**config.mk**
```make
export PLATFORM = sky130hd
export DESIGN_NAME = ptm_timer
export DESIGN_NICKNAME = d
export VERILOG_FILES = /design/src/logic/ptm_pkg.sv /design/src/logic/ptm_timer.sv
export SDC_FILE = /design/constraint.sdc
export NUM_CORES = 1
export LEC_CHECK = 0
export ABC_AREA = 1
export ABC_CLOCK_PERIOD_IN_PS = 3200
export BUFFER_PORTS_ARGS = -buffer_cell sky130_fd_sc_hd__buf_2
export CAP_MARGIN = 20
export CORE_ASPECT_RATIO = 0.75
export CORE_MARGIN = 5
export CORE_UTILIZATION = 61
export DETAILED_ROUTE_END_ITERATION = 6
export PLACE_DENSITY_LB_ADDON = 0.25
export RECOVER_POWER = 100
export SYNTH_ARGS = -nofsm -noshare
export SYNTH_HDL_FRONTEND = slang
export SYNTH_SLANG_ARGS = --single-unit
```
**constraint.sdc**
```tcl
create_clock -name pclk -period 3.2 [get_ports pclk]
set_clock_uncertainty 0.05 [all_clocks]
set_input_delay 0.64 -clock pclk [delete_from_list [all_inputs] [get_ports pclk]]
set_output_delay 0.64 -clock pclk [all_outputs]
set_load 0.005 [all_outputs]
```
**src/logic/ptm_pkg.sv**
```systemverilog
package ptm_pkg;

  // Register byte addresses on the APB.
  localparam logic [7:0] OFS_STATUS   = 8'h00;
  localparam logic [7:0] OFS_CNT_HIGH = 8'h04;
  localparam logic [7:0] OFS_CNT_LOW  = 8'h08;
  localparam logic [7:0] OFS_MOD_HIGH = 8'h0C;
  localparam logic [7:0] OFS_MOD_LOW  = 8'h10;

  // Status and control field positions.
  localparam int BIT_FLAG  = 7;
  localparam int BIT_IEN   = 6;
  localparam int BIT_HALT  = 5;
  localparam int BIT_CLEAR = 4;
  localparam int PS_LSB    = 0;
  localparam int PS_W      = 3;

  // Reset values.
  localparam logic [7:0]  STATUS_RST = 8'h20;
  localparam logic [15:0] MOD_RST    = 16'hFFFF;
  localparam logic [15:0] CNT_RST    = 16'h0000;

  // Prescaler: highest useful code and divider width.
  localparam logic [2:0] PS_MAX  = 3'h6;
  localparam int         PRESC_W = 6;

  // System mode inputs that travel together.
  typedef struct packed {
    logic wait_mode;          // Core is in wait mode.
    logic stop_mode;          // Core is in stop mode.
    logic brk;                // Break interrupt is active.
    logic break_clear_enable; // Break may clear status bits.
  } ptm_sys_t;

  // Whole state of the timer.
  typedef struct packed {
    logic                 overflow_flag;
    logic                 overflow_irq_enable;
    logic                 counter_halt;
    logic [2:0]           prescale_select;
    logic                 inhibit;   // Modulo high written, low pending.
    logic                 armed;     // First clearing step seen.
    logic [15:0]          count;
    logic [PRESC_W-1:0]   presc;
    logic [15:0]          modulo;
    logic                 lat_vld;   // Low byte is captured.
    logic [7:0]           lat;       // Captured low byte.
    logic [7:0]           pend;      // Low byte seen at high setup.
    logic [31:0]          prdata;
    logic                 pready;
    logic                 pslverr;
    logic                 irq;
  } ptm_state_t;

endpackage : ptm_pkg

```
**src/logic/ptm_timer.sv**
```systemverilog
`timescale 1ns/100ps
// Periodic timer with APB register access.
module ptm_timer #(
  parameter int ADDR_W = 8
) (
  // Clock and reset.
  input  wire logic              pclk,
  input  wire logic              presetn,
  // APB slave.
  input  wire logic              psel,
  input  wire logic              penable,
  input  wire logic              pwrite,
  input  wire logic [ADDR_W-1:0] paddr,
  input  wire logic [31:0]       pwdata,
  output logic [31:0]            prdata,
  output logic                   pready,
  output logic                   pslverr,
  // System mode inputs.
  input  wire ptm_pkg::ptm_sys_t sys_mode,
  // Interrupt request, a level.
  output logic                   irq
);

  // Prescaler width, local so that size casts can name it.
  localparam int PW = ptm_pkg::PRESC_W;

  // Registered state and its next value.
  ptm_pkg::ptm_state_t s_r;
  ptm_pkg::ptm_state_t s_nxt;

  // Bus phase decode.
  logic        setup;      // First cycle of a transfer.
  logic        done;       // Completing edge of a transfer.
  logic        ok;         // Completing transfer that was not refused.
  logic [7:0]  addr8;      // Address cut to the decoded width.
  logic        mapped;     // Address hits a register.
  logic        stat_open;  // Status bits may change now.
  logic        run;        // Counter may advance this cycle.
  logic        tick;       // Counter advances this cycle.
  logic [15:0] cnt_inc;    // Value the counter moves to on a tick.
  logic        ovf;        // Overflow that sets the flag.
  logic        clr_req;    // Counter-clear written this cycle.
  logic        flag_clr;   // Completed two-step clear.
  logic [PW-1:0] mask;     // Prescaler bits that must fill for a tick.

  assign addr8  = paddr[7:0];
  assign setup  = psel && !penable;
  assign done   = psel && penable && s_r.pready;
  assign ok     = done && !s_r.pslverr;
  assign mapped = (addr8 == ptm_pkg::OFS_STATUS)   ||
                  (addr8 == ptm_pkg::OFS_CNT_HIGH) ||
                  (addr8 == ptm_pkg::OFS_CNT_LOW)  ||
                  (addr8 == ptm_pkg::OFS_MOD_HIGH) ||
                  (addr8 == ptm_pkg::OFS_MOD_LOW);

  // Status bits are frozen during break unless software allowed clears.
  assign stat_open = !sys_mode.brk || sys_mode.break_clear_enable;

  // Stop, break and halt all freeze the count; wait does not.
  assign run = !s_r.counter_halt && !sys_mode.stop_mode
               && !sys_mode.brk;

  // Divider mask; code 7 is folded onto divide by 64.
  always_comb
  begin
    logic [2:0] code;
    code = (s_r.prescale_select > ptm_pkg::PS_MAX) ?
           ptm_pkg::PS_MAX : s_r.prescale_select;
    mask = PW'((7'h01 << code) - 7'h01);
  end

  // The prescaler counts every bus clock while run is high; a tick is when its low bits fill.
  assign tick    = run && ((s_r.presc & mask) == mask);
  // Reaching the modulo value wraps to zero on the following tick.
  assign cnt_inc = (s_r.count == s_r.modulo) ? 16'h0000 :
                   16'(s_r.count + 16'h0001);
  assign ovf     = tick && (cnt_inc == s_r.modulo) &&
                   !s_r.inhibit;

  assign clr_req = ok && pwrite && (addr8 == ptm_pkg::OFS_STATUS) &&
                   pwdata[ptm_pkg::BIT_CLEAR];

  // Zero write after an armed read; a write of one never clears.
  assign flag_clr = ok && pwrite && (addr8 == ptm_pkg::OFS_STATUS) &&
                    stat_open && s_r.armed &&
                    !pwdata[ptm_pkg::BIT_FLAG];

  // Next-state logic for the whole block.
  always_comb
  begin
    s_nxt = s_r;

    // Setup cycle: pick the answer now so outputs come from flops.
    s_nxt.pready  = setup;
    if (setup)
    begin
      // Wait mode makes every register unreachable.
      s_nxt.pslverr = !mapped || sys_mode.wait_mode;
      s_nxt.prdata  = 32'h0000_0000;
      if (!pwrite && mapped && !sys_mode.wait_mode)
      begin
        case (addr8)
          ptm_pkg::OFS_STATUS:
          begin
            // Clear bit is write-only and reads as zero.
            s_nxt.prdata[ptm_pkg::BIT_FLAG] = s_r.overflow_flag;
            s_nxt.prdata[ptm_pkg::BIT_IEN]  = s_r.overflow_irq_enable;
            s_nxt.prdata[ptm_pkg::BIT_HALT] = s_r.counter_halt;
            s_nxt.prdata[ptm_pkg::PS_LSB +: ptm_pkg::PS_W] =
              s_r.prescale_select;
          end
          ptm_pkg::OFS_CNT_HIGH:
            s_nxt.prdata[7:0] = s_r.count[15:8];
          ptm_pkg::OFS_CNT_LOW:
            // A captured low byte wins over the live count.
            s_nxt.prdata[7:0] = s_r.lat_vld ? s_r.lat :
                                s_r.count[7:0];
          ptm_pkg::OFS_MOD_HIGH:
            s_nxt.prdata[7:0] = s_r.modulo[15:8];
          ptm_pkg::OFS_MOD_LOW:
            s_nxt.prdata[7:0] = s_r.modulo[7:0];
          default:
            s_nxt.prdata = 32'h0000_0000;
        endcase
      end
      // Low byte of the same instant as the high byte being read.
      s_nxt.pend = s_r.count[7:0];
    end
    else if (done)
    begin
      s_nxt.pslverr = 1'b0;
    end

    // Counting and prescaler.
    if (run)
    begin
      s_nxt.presc = PW'(s_r.presc + 1'b1);
    end
    if (tick)
    begin
      s_nxt.count = cnt_inc;
    end

    // Completed, accepted register accesses.
    if (ok && !pwrite)
    begin
      case (addr8)
        ptm_pkg::OFS_STATUS:
          // First clearing step: the flag was seen set.
          if (stat_open && s_r.prdata[ptm_pkg::BIT_FLAG])
          begin
            s_nxt.armed = 1'b1;
          end
        ptm_pkg::OFS_CNT_HIGH:
          // Later high reads leave an existing capture alone.
          if (!s_r.lat_vld)
          begin
            s_nxt.lat_vld = 1'b1;
            s_nxt.lat     = s_r.pend;
          end
        ptm_pkg::OFS_CNT_LOW:
          s_nxt.lat_vld = 1'b0;
        default:
          s_nxt.lat_vld = s_r.lat_vld;
      endcase
    end
    if (ok && pwrite)
    begin
      case (addr8)
        ptm_pkg::OFS_STATUS:
        begin
          s_nxt.overflow_irq_enable = pwdata[ptm_pkg::BIT_IEN];
          s_nxt.counter_halt        = pwdata[ptm_pkg::BIT_HALT];
          s_nxt.prescale_select     =
            pwdata[ptm_pkg::PS_LSB +: ptm_pkg::PS_W];
          // A protected break write leaves a pending clear armed.
          if (stat_open)
          begin
            s_nxt.armed = 1'b0;
          end
        end
        ptm_pkg::OFS_MOD_HIGH:
        begin
          s_nxt.modulo[15:8] = pwdata[7:0];
          s_nxt.inhibit      = 1'b1;
        end
        ptm_pkg::OFS_MOD_LOW:
        begin
          s_nxt.modulo[7:0] = pwdata[7:0];
          s_nxt.inhibit     = 1'b0;
        end
        default:
          s_nxt.inhibit = s_r.inhibit;
      endcase
    end

    // Counter clear beats counting; halt from the same write keeps zero.
    if (clr_req)
    begin
      s_nxt.count   = ptm_pkg::CNT_RST;
      s_nxt.presc   = '0;
      s_nxt.lat_vld = 1'b0;
      s_nxt.lat     = 8'h00;
    end

    // A fresh overflow wins over any clear and disarms the sequence.
    if (ovf)
    begin
      s_nxt.overflow_flag = 1'b1;
      s_nxt.armed         = 1'b0;
    end
    else if (flag_clr)
    begin
      s_nxt.overflow_flag = 1'b0;
    end

    // Level request, also the wake-up source in wait mode.
    s_nxt.irq = s_nxt.overflow_flag &&
                s_nxt.overflow_irq_enable;
  end

  // State register; reset halts the counter and fills the modulo.
  always_ff @(posedge pclk or negedge presetn)
  begin
    if (!presetn)
    begin
      s_r                     <= '0;
      s_r.counter_halt        <=
        ptm_pkg::STATUS_RST[ptm_pkg::BIT_HALT];
      s_r.overflow_flag       <= 1'b0;
      s_r.overflow_irq_enable <= 1'b0;
      s_r.count               <= ptm_pkg::CNT_RST;
      s_r.modulo              <= ptm_pkg::MOD_RST;
    end
    else
    begin
      s_r <= s_nxt;
    end
  end

  // Outputs straight from flops.
  assign prdata  = s_r.prdata;
  assign pready  = s_r.pready;
  assign pslverr = s_r.pslverr;
  assign irq     = s_r.irq;
endmodule : ptm_timer

```
Word level (Yosys, flattened, before mapping)
Index checks and enable logic that the tools add are counted.
{ "op_classes": {"add_sub_neg": 3, "magnitude_cmp": 1, "eq_ne": 8, "n_shift": 1, "mux": 28, "bitwise": 1, "reduce_logical": 50} }
{ "ops": {"columns": ["op", "n"], "rows": [
  ["16-bit == test", 2],
  ["16-bit two-way mux", 2],
  ["8-bit two-way mux", 4],
  ["3-bit case mux with 5 select lines", 2],
  ["22-bit two-way mux", 1],
  ["1-bit logical AND", 20],
  ["9-bit two-way mux", 2],
  ["16-bit by 1-bit adder with 16-bit output, second input constant", 1],
  ["8-bit by 4-bit == test with 1-bit output, second input constant", 2],
  ["2-bit nonzero test", 6],
  ["1-bit logical NOT", 10],
  ["1-bit two-way mux", 10],
  ["2-bit AND reduction", 5],
  ["8-bit by 3-bit == test with 1-bit output, second input constant", 1],
  ["8-bit by 5-bit == test with 1-bit output, second input constant", 1],
  ["8-bit logical NOT", 1],
  ["2-bit case mux with 4 select lines", 1],
  ["7-bit two-way mux", 1],
  ["6-bit by 1-bit adder with 6-bit output, second input constant", 1],
  ["6-bit bitwise AND", 1],
  ["6-bit == test", 1],
  ["1-bit logical OR", 6],
  ["6-bit two-way mux", 1],
  ["1-bit by 3-bit left shift with 6-bit output, first input constant", 1],
  ["other kinds (8)", 9]
]} }
{ "word_totals": {"register_bits": 98, "input_bits": 49, "output_inout_bits": 35, "elab_cells": 109} }

Depth between registers and ports, before layout
{ "logic_depth": {"word_depth": 11, "mapped_depth": 18, "depth_no_buf": 17} }

Worst setup path before layout
No wires, ideal clock.
{ "synth_path": {"kind": "input to register", "from": "input port paddr[1]", "to": "register s_r[89] (netlist bit)", "setup_time_ns": 0.126, "t_arrival_ns": 1.967, "t_required_ns": 3.024, "setup_slack_ns": 1.056, "path_stages": 11, "cell_sequence": "nor2_2 -> inv_1 -> nor3_2 -> nand2_2 -> nor2_4 -> inv_2 -> nor2_4 -> inv_2 -> nand2_1 -> buf_4 -> o22ai_1"} }
{ "synth_between": {"elab_chain_len": 4, "elab_cells_between_ends": 5} }
{ "synth_rtl": {"columns": ["element", "line", "source"], "rows": [
  ["start: declaration", "ptm_timer.sv:13", "input wire logic [ADDR_W-1:0] paddr,"],
  ["8-bit logical NOT *", "ptm_timer.sv:80", "assign clr_req = ok && pwrite && (addr8 == ptm_pkg::OFS_STATUS) &&"],
  ["1-bit logical AND * (2 in a row)", "ptm_timer.sv:80", null],
  ["22-bit two-way mux or 2-bit nonzero test (tied branches)", null, null],
  ["end signal: assignment", "ptm_timer.sv:237", "s_r <= s_nxt;"],
  ["end: declaration", "ptm_timer.sv:28", "ptm_pkg::ptm_state_t s_r;"]
]} }
Every way passes the cells marked *; elsewhere a longest branch is shown, timed or not.
A chain may end at the register's enable or synchronous reset.

Final worst setup path
{ "layout_path": {"from": "input port paddr[7]", "to": "register s_r[87] (netlist bit)"} }
The elaborated chain is that of the path after synthesis.

==> results by group <==
Final layout
  – Area growth, synth to finish: 5.74%
  – Fill cell count: slightly below 700
  – Area of the multi-input gates: 0.00208 mm2
  – Most frequent cells in the layout: nand2_1 (180), inv_1 (63), dfrtp_1 (57)
  – FF+latch area: 0.00187 mm2
  – Final net count: around 700
  – Share of cells above drive strength 1: 0.150
  – Fin area: 0.00479 mm2
  – Antenna cells: 0
  – Most common cell after layout, fill and taps aside: nand2_1

CTS
  – Worst-Skew Late Latency: approximately 0.36 ns
  – CTS Root Buffer Type: clkbuf_8
  – CTS tree: built
  – Clk buf depth: 2
  – CTS Sinks: 74
  – CTS Buf Count: 9
  – H-tree levels: 3
  – Post-cts sizing count: 0
  – # Post-CTS Setup Buffers: 0
  – CTS Hold Bufs: 0
  – Clk slew on worst S/H paths: 0.07 ns

Floorplanning
  – Die Footprint: 0.00928 mm2
  – Top Ports: 84
  – Num rows: 27
  – Die Width: 110 um
  – Initial Utilization: 0.621
  – Core Region: 0.00730 mm2
  – Die Ht: 84.7 um

Global route
  – First-pass GRT wire length: about 20 mm
  – Overall Global Routing Usage: 0.274
  – Initial antenna violation count: 0
  – Congestion Overflow GR: 0
  – Vias in the first global route: 3921
  – Largest net degree at the start of global routing: between 40 and 50

Synth
  – Share of the synthesized area in the top cell type: 0.315
  – Synth cell types: 36
  – Syn Inst Count: around 630
  – Yosys warnings: 0
  – Mapped Area: around 0.0045 mm2
  – Sequential area share after synthesis: 0.413
  – Synth Register Bits: 74
  – Synth area leader: dfrtp_1
  – Syn_area_per_cell: 7.25 um2
  – Top post-synthesis cells by area: dfrtp_1 (31%), nand2_1 (15%), dfstp_2 (9.9%), buf_4 (5.6%), inv_1 (5.1%)

Timing
  – Max Slew Vio Count: 28
  – Hold slack: 0.435 ns
  – RSZ-0062 raised after global routing: no
  – Post-layout min period: 2.69 ns
  – Slew @ Worst Pin: roughly 1.6 ns
  – Fmax achieved: 0.371 GHz
  – Final Cycle Share: 0.842
  – Worst rel slew slack: -0.0748
  – Final hold vios: 0
  – Setup_tns: 0 ns
  – # setup viols final: 0

Drt
  – WL per Instance: about 16 um
  – Via density: 5.62
  – DRC: 0
  – Routed WL: around 12 mm
  – First drt pass iteration count: 5
  – Starting DRC count in detailed routing: 409
  – Post-DRT Antenna Nets: 0
  – DR vias: 4274

Worst setup path
  – Max incr delay on CP: 0.55 ns
  – Most frequent cell on the critical path: inv_2
  – Kind of end point of the critical path: flip-flop
  – Setup Crit Path Kind: primary input to flip-flop
  – Critical path cell sequence: buf_2 -> nor3_2 -> inv_2 -> nor2_4 -> nand2_2 -> nor2_1 -> inv_2 -> nor2_4 -> inv_2 -> nand2_1 -> buf_4 -> o22ai_1
  – CP Launch Type: primary input
  – WP data arrival: 2.87 ns
  – Worst path slowest cell: nor2_1
  – Crit path from: paddr[7]
  – RR Startpoint: s_r[62]$_DFFE_PN1P_
  – CP max FO: 16
  – WP data required: 3.37 ns

Status
  – Outcome: finished with violations
  – Failing checks: max-capacitance violations, max-slew violations

Placed design
  – GPL Wtd Cong: 0.980
  – # port buffers: 35
  – HPWL Detailed: 9.06 mm
  – Placed cell areas: 0.00467 mm2

Pwr
  – P per Cell Area: 361 mW/mm2
  – Design Power: 1.73 mW
  – Clock Power Share: 0.375
  – Psw: 0.437 mW
  – VDD IR-drop max: 271 uV
  – P_leak: 2.63 nW
  – Seq pwr share: 0.557
  – Logic pwr share: 0.068
  – Sw Share: 0.253
  – P_int: ~1.3 mW

Hold path
  – Worst Hold Launch: prdata[1]$_DFFE_PN0P_
  – Hold Path Class: flip-flop to flip-flop

Flow run
  – Max-Cap Viols: 1
[cells in the mapped netlist]
| master | count |
|---|---|
| nand4_1 | 8 |
| clkinv_1 | 2 |
| buf_2 | 5 |
| nand3b_1 | 1 |
| o21a_1 | 1 |
| nor3_1 | 13 |
| buf_4 | 34 |
| o31ai_1 | 4 |
| nor2_2 | 4 |
| xnor2_1 | 1 |
| xor2_1 | 8 |
| nand4_2 | 2 |
| nand3_1 | 35 |
| nand3_2 | 3 |
| o22ai_1 | 32 |
| a21oi_2 | 1 |
| o21ai_1 | 17 |
| ha_1 | 2 |
| a21oi_1 | 19 |
| or2_1 | 3 |
| buf_6 | 2 |
| nor2_4 | 4 |
| inv_1 | 62 |
| inv_2 | 20 |
| nor2_1 | 46 |
| a31oi_1 | 2 |
| dfstp_2 | 17 |
| o21ai_0 | 27 |
| clkbuf_1 | 6 |
| nor3_2 | 2 |
| dfrtp_1 | 57 |
| o211ai_1 | 1 |
| a31o_2 | 1 |
| nand2_2 | 2 |
| conb_1 | 1 |
| nand2_1 | 180 |
[worst max-delay path, delay by kind of cell]
kind	cells	cell delay, ns
compound gates	1	0.11
buf+inv	5	0.76
simple gates	6	1.33
[per-stage QoR]
stage	instances	setup WS, ns	utilization
after floorplan	648	1.06	-
after global placement	745	0.552	0.640
after detailed placement	745	0.538	0.640
after CTS	761	0.745	0.663
after global routing	761	0.334	0.657
final	761	0.506	0.657
[power by group through the flow]
stage                     registers (mW)  logic (mW)  clock network, mW
after floorplan                    0.978      0.0820                  0
after global placement             0.980       0.118                  0
after detailed placement           0.980       0.120                  0
after CTS                          0.963       0.121              0.659
after global routing               0.965       0.138              0.705
final                              0.963       0.118              0.648
[registers in the layout, summed over array words and instances, names as in the netlist]
| register | count |
|---|---|
| irq | 1 |
| prdata | 8 |
| pready | 1 |
| pslverr | 1 |
| s_r | 63 |
[worst paths after layout]
| path | slack, ns | endpoint | depth (start not counted) |
|---|---|---|---|
| max | 0.51 | s_r[87]$_DFFE_PN0P_ | 12 |
| min | 0.44 | prdata[1]$_DFFE_PN0P_ | 2 |
| max reg2reg | 0.66 | s_r[90]$_DFF_PN0_ | 16 |
| min reg2reg | 0.44 | prdata[1]$_DFFE_PN0P_ | 2 |
| max in group asynchronous | 1.47 | s_r[66]$_DFFE_PN1P_ | 2 |
| min in group asynchronous | 0.63 | s_r[94]$_DFFE_PN0P_ | 1 |
[final cells by class]
type,count,area share
multi-input cells,443,0.434
flip-flops and latches,74,0.391
inverters,84,0.0658
repair buffers,43,0.0488
clock buffers,13,0.0311
well taps,101,0.0264
clock inverters,3,0.00365
[per-layer routing]
metal	track usage	wire length, um	up-vias
met4	0.0883	257	0
met5	0	0	-
met3	0.0584	1150	22
met2	0.416	5260	198
met1	0.390	5330	2026
li1	-	-	2028
[logic make-up (layout without fill, tap and decap cells)]
group,count (synthesis),count (layout),synth area share
AND/OR/NAND/NOR,303,303,0.292
buffers and inverters,131,143,0.141
AO/OA/AOI/OAI,105,105,0.130
flip-flops,74,74,0.413
XOR/XNOR,9,9,0.0174
adder cells (fa/ha/maj),2,2,0.00552
other,1,24,0.000827
No activity file was read; power rests on OpenSTA's default activity.
